[src/hdl/mssr_defines.svh]
// Constants of the speed search supervisor: offsets, fields, resets, timing
// Assumes inclusion by bare name from design files only
`ifndef MSSR_DEFINES_SVH
`define MSSR_DEFINES_SVH
`define MSSR_A_CTRL 8'h00
`define MSSR_A_CURRENT 8'h04
`define MSSR_A_TIMING 8'h08
`define MSSR_A_GAIN 8'h0C
`define MSSR_A_LEVEL 8'h10
`define MSSR_A_STATUS 8'h14
`define MSSR_A_IRQ_STATUS 8'h18
`define MSSR_A_IRQ_ENABLE 8'h1C
`define MSSR_A_IRQ_CLEAR 8'h20
`define MSSR_F_METHOD 0
`define MSSR_F_DIR_EN 1
`define MSSR_F_TRIG_SEL 2
`define MSSR_F_START_EN 3
`define MSSR_F_FAULT_RST 31
`define MSSR_IRQ_DONE 0
`define MSSR_IRQ_RETRY 1
`define MSSR_IRQ_FAULT 2
`define MSSR_R_THR 8'h96
`define MSSR_MAX_THR 8'hC8
`define MSSR_R_COEF 6'h05
`define MSSR_MAX_COEF 6'h32
`define MSSR_R_DET_TIME 7'h0A
`define MSSR_MAX_DET_TIME 7'h64
`define MSSR_R_LIMIT 4'h3
`define MSSR_MAX_LIMIT 4'hA
`define MSSR_R_WAIT 9'h005
`define MSSR_MAX_WAIT 9'h12C
`define MSSR_R_GAIN 10'h050
`define MSSR_MAX_GAIN 10'h258
`define MSSR_R_COMP 7'h69
`define MSSR_MIN_COMP 7'h64
`define MSSR_MAX_COMP 7'h78
`define MSSR_R_MINLVL 7'h3C
`define MSSR_MIN_MINLVL 7'h14
`define MSSR_MAX_MINLVL 7'h64
`define MSSR_R_DIRLVL 16'h03E8
`define MSSR_MIN_DIRLVL 16'h0028
`define MSSR_MAX_DIRLVL 16'hEA60
`define MSSR_RATED_REF 16'h03E8
`define MSSR_COMP_UNIT 23'h000064
`define MSSR_WAIT_SCALE 12'h00A
`define MSSR_CLK_PERIOD_NS 10
`define MSSR_TICK_TIME_MS 10
`define MSSR_TICK_CYCLES (`MSSR_TICK_TIME_MS * 1000000 / `MSSR_CLK_PERIOD_NS)
`endif

[src/hdl/mssr_pkg.sv]
// Types of the speed search supervisor
// Assumes nothing of its surroundings
package mssr_pkg;
   typedef enum logic [2:0] {
      MSSR_IDLE = 3'b000,
      MSSR_DETECT = 3'b001,
      MSSR_INJECT = 3'b010,
      MSSR_ESTIMATE = 3'b011,
      MSSR_WAIT = 3'b100,
      MSSR_RUN = 3'b101,
      MSSR_FAULT = 3'b110
   } mssr_fsm_t;

   typedef struct packed {
      mssr_fsm_t fsm;
      logic [3:0] cnt;
      logic [6:0] det_cnt;
      logic [11:0] wait_cnt;
      logic dir;
      logic [15:0] speed;
      logic done;
      logic run_q;
      logic bb_q;
      logic over_q;
      logic fault;
      logic [15:0] cur_ref;
      logic [9:0] gain_out;
      logic method;
      logic dir_en;
      logic trig_sel;
      logic start_en;
      logic [7:0] thr;
      logic [5:0] coef;
      logic [6:0] det_time;
      logic [3:0] limit;
      logic [8:0] wait_t;
      logic [9:0] gain;
      logic [6:0] comp;
      logic [6:0] minlvl;
      logic [15:0] dirlvl;
      logic [2:0] irq_st;
      logic [2:0] irq_en;
      logic [7:0] addr;
      logic wr;
      logic rd;
      logic rdy;
      logic [31:0] rdata;
   } mssr_state_t;
endpackage

[src/hdl/mssr_tick.sv]
// Time base: one-cycle enable pulse every DIV clock cycles
// Assumes one clock; clr_i restarts the period so intervals start aligned
`timescale 1ns/1ps
`default_nettype none
module mssr_tick #(
   parameter int unsigned DIV = 1000000
) (
   input wire logic clk_i,
   input wire logic resetn_i,
   input wire logic clr_i,
   output logic tick_o
);
   logic [31:0] cnt_r;
   logic [31:0] cnt_nxt;

   always_comb begin
      if (clr_i || cnt_r == DIV - 1) begin
         cnt_nxt = 32'h0;
      end else begin
         cnt_nxt = cnt_r + 32'h1;
      end
   end

   always_ff @(posedge clk_i or negedge resetn_i) begin
      if (!resetn_i) begin
         cnt_r <= 32'h0;
      end else begin
         cnt_r <= cnt_nxt;
      end
   end

   assign tick_o = (cnt_r == DIV - 1) && !clr_i;
endmodule
`default_nettype wire

[src/hdl/mssr_top.sv]
// Speed search supervisor: finds a coasting motor's speed and restarts it
// Assumes an AHB-Lite master with hready tied to hreadyout_o, and
// estimator inputs synchronous to clk_i
//
// Decided for this implementation: register access over AHB-Lite and the placing of the registers.
`timescale 1ns/1ps
`default_nettype none
`include "mssr_defines.svh"
module mssr_top #(
   parameter int unsigned TICK_CYCLES = `MSSR_TICK_CYCLES
) (
   input wire logic clk_i,
   input wire logic resetn_i,
   input wire logic hsel_i,
   input wire logic [7:0] haddr_i,
   input wire logic [1:0] htrans_i,
   input wire logic hwrite_i,
   input wire logic [2:0] hsize_i,
   input wire logic [31:0] hwdata_i,
   input wire logic hready_i,
   output logic hreadyout_o,
   output logic hresp_o,
   output logic [31:0] hrdata_o,
   input wire logic run_cmd_i,
   input wire logic ext_search_cmd_i,
   input wire logic baseblock_i,
   input wire logic freq_ref_dir_i,
   input wire logic [7:0] current_pct_i,
   input wire logic [7:0] no_load_pct_i,
   input wire logic [6:0] resp_current_i,
   input wire logic [15:0] dir_metric_i,
   input wire logic dir_sign_i,
   input wire logic [15:0] speed_est_i,
   input wire logic speed_valid_i,
   output logic search_active_o,
   output logic injection_o,
   output logic [15:0] current_ref_o,
   output logic [9:0] loop_gain_o,
   output logic [15:0] restart_speed_o,
   output logic restart_dir_o,
   output logic search_done_o,
   output logic mismatch_o,
   output logic search_failure_fault_o,
   output logic drive_stop_o,
   output logic irq_o
);
   import mssr_pkg::*;

   mssr_state_t s;
   mssr_state_t n;
   logic acc;
   logic fclr;
   logic over;
   logic trig;
   logic tick;
   logic tick_clr;
   logic [15:0] prod_cur;
   logic [22:0] prod_spd;
   logic [22:0] spd_div;
   logic [11:0] wait_lim;

   function automatic logic [15:0] clamp16(input logic [15:0] v, input logic [15:0] lo,
                                           input logic [15:0] hi);
      if (v < lo) begin
         return lo;
      end else if (v > hi) begin
         return hi;
      end
      return v;
   endfunction

   function automatic logic [31:0] rd_mux(input mssr_state_t r);
      logic [31:0] d;
      d = 32'h0;
      case (r.addr)
         `MSSR_A_CTRL: begin
            d[`MSSR_F_METHOD] = r.method;
            d[`MSSR_F_DIR_EN] = r.dir_en;
            d[`MSSR_F_TRIG_SEL] = r.trig_sel;
            d[`MSSR_F_START_EN] = r.start_en;
         end
         `MSSR_A_CURRENT: d = {16'h0, 2'h0, r.coef, r.thr};
         `MSSR_A_TIMING: d = {7'h0, r.wait_t, 4'h0, r.limit, 1'h0, r.det_time};
         `MSSR_A_GAIN: d = {9'h0, r.comp, 6'h0, r.gain};
         `MSSR_A_LEVEL: d = {r.dirlvl, 9'h0, r.minlvl};
         `MSSR_A_STATUS: d = {r.speed, 7'h0, r.fault, r.dir, r.cnt, r.fsm};
         `MSSR_A_IRQ_STATUS: d = {29'h0, r.irq_st};
         `MSSR_A_IRQ_ENABLE: d = {29'h0, r.irq_en};
         default: d = 32'h0;
      endcase
      return d;
   endfunction

   mssr_tick #(
      .DIV(TICK_CYCLES)
   ) u_tick (
      .clk_i(clk_i),
      .resetn_i(resetn_i),
      .clr_i(tick_clr),
      .tick_o(tick)
   );

   always_comb begin
      n = s;
      n.done = 1'b0;
      fclr = 1'b0;
      acc = hsel_i && hready_i && htrans_i[1];
      prod_cur = 16'({8'h0, 2'h0, s.coef} * {8'h0, no_load_pct_i});
      prod_spd = 23'({7'h0, speed_est_i} * {16'h0, s.comp});
      spd_div = prod_spd / `MSSR_COMP_UNIT;
      wait_lim = 12'({3'h0, s.wait_t} * `MSSR_WAIT_SCALE);
      over = (s.fsm == MSSR_INJECT || s.fsm == MSSR_ESTIMATE) && (current_pct_i > s.thr);
      trig = 1'b0;
      // Register read: one wait state, data from a flop
      if (s.rd && !s.rdy) begin
         n.rdata = rd_mux(s);
         n.rdy = 1'b1;
      end else if (s.rdy) begin
         n.rd = 1'b0;
         n.rdy = 1'b0;
      end
      // Register write in data phase
      if (s.wr) begin
         case (s.addr)
            `MSSR_A_CTRL: begin
               n.method = hwdata_i[`MSSR_F_METHOD];
               n.dir_en = hwdata_i[`MSSR_F_DIR_EN];
               n.trig_sel = hwdata_i[`MSSR_F_TRIG_SEL];
               n.start_en = hwdata_i[`MSSR_F_START_EN];
               fclr = hwdata_i[`MSSR_F_FAULT_RST];
            end
            `MSSR_A_CURRENT: begin
               n.thr = 8'(clamp16({8'h0, hwdata_i[7:0]}, 16'h0, {8'h0, `MSSR_MAX_THR}));
               n.coef = 6'(clamp16({10'h0, hwdata_i[13:8]}, 16'h0, {10'h0, `MSSR_MAX_COEF}));
            end
            `MSSR_A_TIMING: begin
               n.det_time = 7'(clamp16({9'h0, hwdata_i[6:0]}, 16'h0,
                                       {9'h0, `MSSR_MAX_DET_TIME}));
               n.limit = 4'(clamp16({12'h0, hwdata_i[11:8]}, 16'h0, {12'h0, `MSSR_MAX_LIMIT}));
               n.wait_t = 9'(clamp16({7'h0, hwdata_i[24:16]}, 16'h0, {7'h0, `MSSR_MAX_WAIT}));
            end
            `MSSR_A_GAIN: begin
               n.gain = 10'(clamp16({6'h0, hwdata_i[9:0]}, 16'h0, {6'h0, `MSSR_MAX_GAIN}));
               n.comp = 7'(clamp16({9'h0, hwdata_i[22:16]}, {9'h0, `MSSR_MIN_COMP},
                                   {9'h0, `MSSR_MAX_COMP}));
            end
            `MSSR_A_LEVEL: begin
               n.minlvl = 7'(clamp16({9'h0, hwdata_i[6:0]}, {9'h0, `MSSR_MIN_MINLVL},
                                     {9'h0, `MSSR_MAX_MINLVL}));
               n.dirlvl = clamp16(hwdata_i[31:16], `MSSR_MIN_DIRLVL, `MSSR_MAX_DIRLVL);
            end
            `MSSR_A_IRQ_ENABLE: n.irq_en = hwdata_i[2:0];
            `MSSR_A_IRQ_CLEAR: n.irq_st = s.irq_st & ~hwdata_i[2:0];
            default: n.irq_en = s.irq_en;
         endcase
      end
      n.wr = acc && hwrite_i;
      if (acc) begin
         n.addr = haddr_i;
         n.rd = !hwrite_i;
         n.rdy = 1'b0;
      end
      // Launch condition
      n.run_q = run_cmd_i;
      n.bb_q = baseblock_i;
      n.over_q = over;
      if (s.trig_sel) begin
         trig = (s.start_en || ext_search_cmd_i) && s.bb_q && !baseblock_i && run_cmd_i;
      end else begin
         trig = (s.start_en || ext_search_cmd_i) && run_cmd_i && !s.run_q;
      end
      // Search sequence
      case (s.fsm)
         MSSR_IDLE: begin
            if (trig) begin
               n.cnt = 4'h0;
               n.dir = freq_ref_dir_i;
               n.fsm = s.method ? MSSR_INJECT : MSSR_DETECT;
            end
         end
         MSSR_DETECT, MSSR_ESTIMATE: begin
            if (!run_cmd_i) begin
               n.fsm = MSSR_IDLE;
            end else if (speed_valid_i && !over) begin
               n.fsm = MSSR_RUN;
               n.cnt = 4'h0;
               n.speed = (spd_div > 23'h00FFFF) ? 16'hFFFF : spd_div[15:0];
               n.done = 1'b1;
               n.irq_st[`MSSR_IRQ_DONE] = 1'b1;
            end else if (s.fsm == MSSR_ESTIMATE && resp_current_i < s.minlvl) begin
               n.fsm = MSSR_INJECT;
            end
         end
         MSSR_INJECT: begin
            if (!run_cmd_i) begin
               n.fsm = MSSR_IDLE;
            end else if (resp_current_i >= s.minlvl && dir_metric_i >= s.dirlvl) begin
               n.dir = s.dir_en ? dir_sign_i : freq_ref_dir_i;
               n.fsm = MSSR_ESTIMATE;
            end
         end
         MSSR_WAIT: begin
            if (!run_cmd_i) begin
               n.fsm = MSSR_IDLE;
            end else if (s.wait_cnt >= wait_lim) begin
               n.fsm = s.method ? MSSR_INJECT : MSSR_DETECT;
            end else if (tick) begin
               n.wait_cnt = s.wait_cnt + 12'h1;
            end
         end
         MSSR_RUN: begin
            if (!run_cmd_i) begin
               n.fsm = MSSR_IDLE;
            end
         end
         MSSR_FAULT: begin
            if (fclr) begin
               n.fsm = MSSR_IDLE;
               n.fault = 1'b0;
            end
         end
         default: n.fsm = MSSR_IDLE;
      endcase
      // Overcurrent watch during injection and estimation
      if (over && n.fsm != MSSR_IDLE) begin
         if (s.det_cnt >= s.det_time) begin
            n.det_cnt = 7'h0;
            n.wait_cnt = 12'h0;
            if (s.cnt >= s.limit) begin
               n.fsm = MSSR_FAULT;
               n.fault = 1'b1;
               n.irq_st[`MSSR_IRQ_FAULT] = 1'b1;
            end else begin
               n.cnt = s.cnt + 4'h1;
               n.fsm = MSSR_WAIT;
               n.irq_st[`MSSR_IRQ_RETRY] = 1'b1;
            end
         end else if (tick && s.over_q) begin
            n.det_cnt = s.det_cnt + 7'h1;
         end
      end else begin
         n.det_cnt = 7'h0;
      end
      tick_clr = (n.fsm == MSSR_WAIT && s.fsm != MSSR_WAIT) || (over && !s.over_q);
      if (n.fsm == MSSR_INJECT || n.fsm == MSSR_ESTIMATE) begin
         n.cur_ref = (prod_cur > `MSSR_RATED_REF) ? `MSSR_RATED_REF : prod_cur;
         n.gain_out = s.gain;
      end else begin
         n.cur_ref = 16'h0;
         n.gain_out = 10'h0;
      end
   end

   always_ff @(posedge clk_i or negedge resetn_i) begin
      if (!resetn_i) begin
         s <= '0;
         s.fsm <= MSSR_IDLE;
         s.dir_en <= 1'b1;
         s.thr <= `MSSR_R_THR;
         s.coef <= `MSSR_R_COEF;
         s.det_time <= `MSSR_R_DET_TIME;
         s.limit <= `MSSR_R_LIMIT;
         s.wait_t <= `MSSR_R_WAIT;
         s.gain <= `MSSR_R_GAIN;
         s.comp <= `MSSR_R_COMP;
         s.minlvl <= `MSSR_R_MINLVL;
         s.dirlvl <= `MSSR_R_DIRLVL;
      end else begin
         s <= n;
      end
   end

   assign hreadyout_o = !(s.rd && !s.rdy);
   assign hresp_o = 1'b0;
   assign hrdata_o = s.rdata;
   assign search_active_o = (s.fsm == MSSR_DETECT) || (s.fsm == MSSR_INJECT) ||
                            (s.fsm == MSSR_ESTIMATE) || (s.fsm == MSSR_WAIT);
   assign injection_o = (s.fsm == MSSR_INJECT);
   assign current_ref_o = s.cur_ref;
   assign loop_gain_o = s.gain_out;
   assign restart_speed_o = s.speed;
   assign restart_dir_o = s.dir;
   assign search_done_o = s.done;
   assign mismatch_o = s.over_q;
   assign search_failure_fault_o = s.fault;
   assign drive_stop_o = s.fault;
   assign irq_o = |(s.irq_st & s.irq_en);
endmodule
`default_nettype wire

[config.mk]
export PLATFORM = sky130hd
export DESIGN_NAME = mssr_top
export DESIGN_NICKNAME = d
export VERILOG_FILES = /design/src/hdl/mssr_pkg.sv /design/src/hdl/mssr_tick.sv /design/src/hdl/mssr_top.sv
export VERILOG_INCLUDE_DIRS = /design/src /design/src/hdl
export SDC_FILE = /design/constraint.sdc
export NUM_CORES = 1
export LEC_CHECK = 0
export ABC_CLOCK_PERIOD_IN_PS = 38200
export BUFFER_PORTS_ARGS = -buffer_cell sky130_fd_sc_hd__buf_4
export CAP_MARGIN = 20
export CORE_ASPECT_RATIO = 0.5
export CORE_MARGIN = 2
export CORE_UTILIZATION = 50
export CTS_BUF_LIST = sky130_fd_sc_hd__clkbuf_4
export DETAILED_ROUTE_END_ITERATION = 6
export GPL_TIMING_DRIVEN = 1
export HOLD_SLACK_MARGIN = 0.12
export PLACE_DENSITY = 0.65
export SLEW_MARGIN = 30
export SYNTH_ARGS = -nofsm -noshare
export SYNTH_HDL_FRONTEND = slang
export SYNTH_SLANG_ARGS = --single-unit
[constraint.sdc]
create_clock -name clk_i -period 38.2 [get_ports clk_i]
set_input_delay 7.64 -clock clk_i [delete_from_list [all_inputs] [get_ports clk_i]]
set_output_delay 7.64 -clock clk_i [all_outputs]
set_load 0.03 [all_outputs]
After elaboration in Yosys (flattened, before gate mapping)
Index checks and enable logic that the tools add are counted.
W data, S select, Z words.

operators by class
  add/sub/neg operators = 4
  multipliers = 3
  divide/modulo/power cells = 1
  $lt $le $gt $ge = 20
  equality and inequality tests = 24
  shifts and indexed selects = 0
  mux-type cells = 113
  bitwise gates (word level) = 3
  reductions and logical operators = 50

operators with widths
  kind                     count
  $pmux W28 S5             1
  $mux W7                  13
  $mux W12                 6
  $mux W16                 4
  $mux W1                  51
  $mux W3                  11
  $add A32 B1 Y32 const B  1
  $eq A32 B20 Y1 const B   1
  $eq A8 B5 Y1 const B     4
  $mux W32                 1
  $pmux W4 S8              1
  $mux W24                 1
  $div A23 B7 Y23 const B  1
  $gt A23 B16 Y1 const B   1
  $mul A16 B7 Y23          1
  $mux W10                 2
  $mux W4                  5
  $logic_and A1 B1 Y1      18
  $mux W6                  3
  $mux W9                  2
  $pmux W3 S6              1
  $eq A8 B4 Y1 const B     2
  $ge A16 B16 Y1           1
  $gt A16 B16 Y1 const B   1
  47 further kinds         85

word-level totals
  register bits after elaboration = 233
  latch bits = 0
  memory bits (writable) = 0
  bits in read-only memories = 0
  bits of input ports = 111
  word-level logic and storage cells = 252
  memories kept = 0

Logic depth before layout (Yosys ltp)
  depth in word-level cells = 22
  depth in mapped cells = 56

Cells and area by module
From an unflattened synthesis, not the netlist that was laid out.

second synthesis, totals
  cell total of the unflattened synthesis = 2373
  area total of the unflattened synthesis = 20678.6 um^2

by module, submodules not included
  module     times used  cells an instance  area an instance (um^2)  sequential area each (um^2)
  mssr_top   1           2195               19003.2                  4966.0
  mssr_tick  1           178                1675.4                   800.8

Least setup slack after synthesis
No wires, ideal clock.

  path kind = input to register
  from = input speed_est_i[6]
  to = register s, in the netlist restart_speed_o[0]
  library setup time = 126 ps
  arrival = 20212 ps
  required time = 38074 ps
  setup slack = 17862 ps
  cell stages on the path = 49
  path buffers = 3
  path through = and2_1 -> fa_1 -> fa_1 -> fa_1 -> inv_1 -> fa_1 -> inv_1 -> ha_1 -> buf_6 -> a21o_1 -> a311oi_2 -> o41ai_2 -> o211a_1 -> or2_1 -> buf_6 -> or4_1 -> a21oi_1 -> a21oi_1 -> [... 13 more ...] -> nand2_1 -> o32ai_2 -> nor3_1 -> or4_1 -> buf_2 -> a31o_1 -> maj3_2 -> a2111oi_4 -> o32ai_1 -> a221o_1 -> xnor2_2 -> o21ai_2 -> or2_0 -> o2111a_2 -> o31ai_4 -> xnor2_1 -> o32a_1 -> o32a_1

between the ends
  cells in the longest elaborated chain, start to end = 4

ends and longest elaborated chain
  item                                  line             source
  start, declared                       mssr_top.sv:33   input wire logic [15:0] speed_est_i,
  $mul A16 B7 Y23 (*)                   mssr_top.sv:109  prod_spd = 23'({7'h0, speed_est_i} * {16'h0, s.comp});
  $div A23 B7 Y23 (no source line) (*)  n/a
  $gt A23 B16 Y1                        mssr_top.sv:187  n.speed = (spd_div > 23'h00FFFF) ? 16'hFFFF : spd_div[15:0];
  $mux W16 (*)                          mssr_top.sv:187
  end signal, assigned                  mssr_top.sv:269  s <= n;
  end, declared                         mssr_top.sv:49   mssr_state_t s;

Every way passes the cells marked *; elsewhere a longest branch is shown, timed or not.
A chain may end at the register's enable or synchronous reset.

Worst setup path after layout
  from = input speed_est_i[8]
  to = register s, in the netlist restart_speed_o[0]

Same word-level chain as after synthesis.

==> impl_metrics.json <==
{
  "status": "complete, but fails checks",
  "violations": "design-rule violations",
  "min_period_ps": 22190,
  "cp-start-kind": "input pin",
  "fin_nets": 2791,
  "critPathArrivalTime_ps": 22770,
  "crit_type": "in2reg",
  "rows": 52,
  "max-cap-violations": 0,
  "fin_setup_tns_ps": 0,
  "finalHoldViolations": 0,
  "cts_tree": "yes",
  "ys_types": 120,
  "grt_use_total": 0.251,
  "dieArea_um2": 43200,
  "cp.required_ps": 38780,
  "synth_top_area_frac": 0.241,
  "finalMaxSlewViolations": 0,
  "firstDrtPassIters": 7,
  "yosysWarningCount": 0,
  "syn_to_final_growth_pct": 9.78,
  "hp-class": "reg2reg",
  "worst_pin_slew_ps": 978,
  "synth_xor_area_frac": 0.0509,
  "synth-simple-area-share": 0.192,
  "final_antenna_net_count": 0,
  "h-tree-depth": 2,
  "setup_viol": 0,
  "ys.flop_type": "dfrtp_1",
  "clk_path_buf_depth": 3,
  "grt_max_degree": 91,
  "cts_buffers": 58,
  "synth_edf_count": 0,
  "drcViolationCount": 1,
  "first_global_vias": 17019,
  "dieWidth_um": 292,
  "clk_pin_slew_ps": 70,
  "dp_hpwl_um": 40900,
  "post_cts_resize_count": 0,
  "cts_root_buffer": "clkbuf_4",
  "clk_latency_ps": 710,
  "synth_common_cells": "nand2_1 (249), dfrtp_1 (200), nor2_1 (182)",
  "slew_headroom": 0.329,
  "cts_setup_buffers": 0,
  "yosysMostFrequentCell": "nand2_1",
  "slowest_stage": "a2111oi_1",
  "synth_top_family_by_area": "compound AO/OA/AOI/OAI gates",
  "routabilityCongestion": 0.873,
  "hold_buffers": 0,
  "fmax_mhz": 45.1,
  "start_util": 0.510,
  "fill_cells": 3776,
  "crit_fanout": 12,
  "port_buffers": 183,
  "core_um2": 40700,
  "end_kind": "flip-flop",
  "synth_fa_ha_area_frac": 0.174,
  "drt-wirelength-per-cell_um": 17.7,
  "rsz0062_at_grt": "no",
  "cts.sinks": 229,
  "synth_compound_gate_area_share": 0.195,
  "avgSynthCellArea_um2": 8.81,
  "antenna_found_initial": 1,
  "post_drt_via_cell_ratio": 5.76,
  "skew_ps": 36.7,
  "totalWireLength_um": 53800,
  "drt_first_iter_violations": 1348,
  "synth_top_cell_by_area": "dfrtp_1",
  "syn_inst": 2354,
  "async_reset_ff_frac": 1.00,
  "die_h_um": 148,
  "num_vias": 17520,
  "ys_ff_latch": 229,
  "io-pin-count": 195,
  "synth.area.top_cells": "dfrtp_1 (24%), fa_1 (9.2%), ha_1 (8.1%)",
  "synthMuxAreaShare": 0.0301,
  "grt_overflow": 0,
  "cp_slowest_stage_delay_ps": 740,
  "crit_top_cell": "fa_1",
  "netlist_area_um2": 20700,
  "grt_pass1_wl_um": 89000,
  "layout-drive-gt1-share": 0.162,
  "fin_crit_sh": 0.581,
  "ys_seq_area_frac": 0.278
}
worst max-delay path: cells and delay by family:
kind                       cells  cell delay, ps
muxes                          1             390
and+or+nand+nor                9            2230
xor gates and xnor gates       2             790
adders and majority gates      6            2940
AOI/OAI and AO/OA             26            8520
buffers and inverters          3             240
routing by layer:
metal	GRT usage	vias up	wire [um]
li1	-	8413	-
met1	0.348	8507	24700
met2	0.420	527	25500
met3	0.0361	73	2790
met4	0.0503	0	859
met5	0	-	0
area by class of cell:
| cell class | instances | area [um2] | area share |
|---|---|---|---|
| Inverter | 179 | 672 | 0.0295 |
| Multi-Input combinational cell | 1786 | 13400 | 0.588 |
| Clock buffer | 95 | 713 | 0.0313 |
| Tap cell | 540 | 676 | 0.0297 |
| Antenna cell | 1 | 2.50 | 0.000110 |
| Timing Repair Buffer | 197 | 1490 | 0.0657 |
| Sequential cell | 229 | 5770 | 0.253 |
| Clock inverter | 15 | 56.3 | 0.00247 |
placed cells by master (no fill, tap or decap), drive strengths merged, types with 14 or more instances in the layout:
cell,synthesis,layout
nand2,249,249
dfrtp,200,200
buf,101,197
nor2,184,184
inv,178,178
ha,134,134
o21ai,134,134
and2,123,123
fa,95,95
clkbuf,67,95
a21oi,93,93
nand3,65,65
xnor2,61,61
xor2,54,54
nor3,38,38
mux2i,36,36
a21o,33,33
dfstp,29,29
o211ai,27,27
a31oi,26,26
and3,25,25
nand2b,24,24
mux2,23,23
o31ai,23,23
nand4,22,22
a211oi,20,20
nor2b,18,18
nor4,18,18
o21a,16,16
clkinv,1,16
a22oi,16,16
a22o,15,15
o21bai,14,14
kinds of logic after synthesis:
logic type / count (synthesis)
DFF: 229
AOI/OAI and AO/OA: 560
muxes: 59
xor gates and xnor gates: 115
adders and majority gates: 232
other: 1
and+or+nand+nor: 811
buffers and inverters: 347
through the flow:
stage                     cells  area (um2)   util  hold slack (ps)  worst slack (ps)
after global routing       3042       22800  0.560              496             14930
after CTS                  3041       22700  0.559              479             16300
final                      3042       22800  0.560              478             16010
after global placement     2931       22000  0.540              456             15600
after detailed placement   2931       22000  0.540              462             15580
after floorplan            2362       20800      -              440             17860
worst paths after layout:
kind	startpoint	endpoint	slack [ps]	cells after the start
min in group asynchronous	resetn_i	s[44]	6940	1
worst max register to register	s[74]	restart_speed_o[0]	22280	47
worst min-delay path	hrdata_o[13]	hrdata_o[13]	480	2
max in group asynchronous	resetn_i	s[184]	29540	3
worst min register to register	hrdata_o[13]	hrdata_o[13]	480	2
worst max-delay path	speed_est_i[8]	restart_speed_o[0]	16010	47
flip-flops by register name, summed over array words and instances, names as in the netlist:
signal and cells:
s 123, u_tick.cnt_r 32, hrdata_o 30, restart_speed_o 16, current_ref_o 14, loop_gain_o 10, drive_stop_o 1, mismatch_o 1
restart_dir_o 1, search_done_o 1
Power is left out: the tool's default activity adds up to more than one toggle a clock period on the data nets, which glitch-free logic cannot reach.
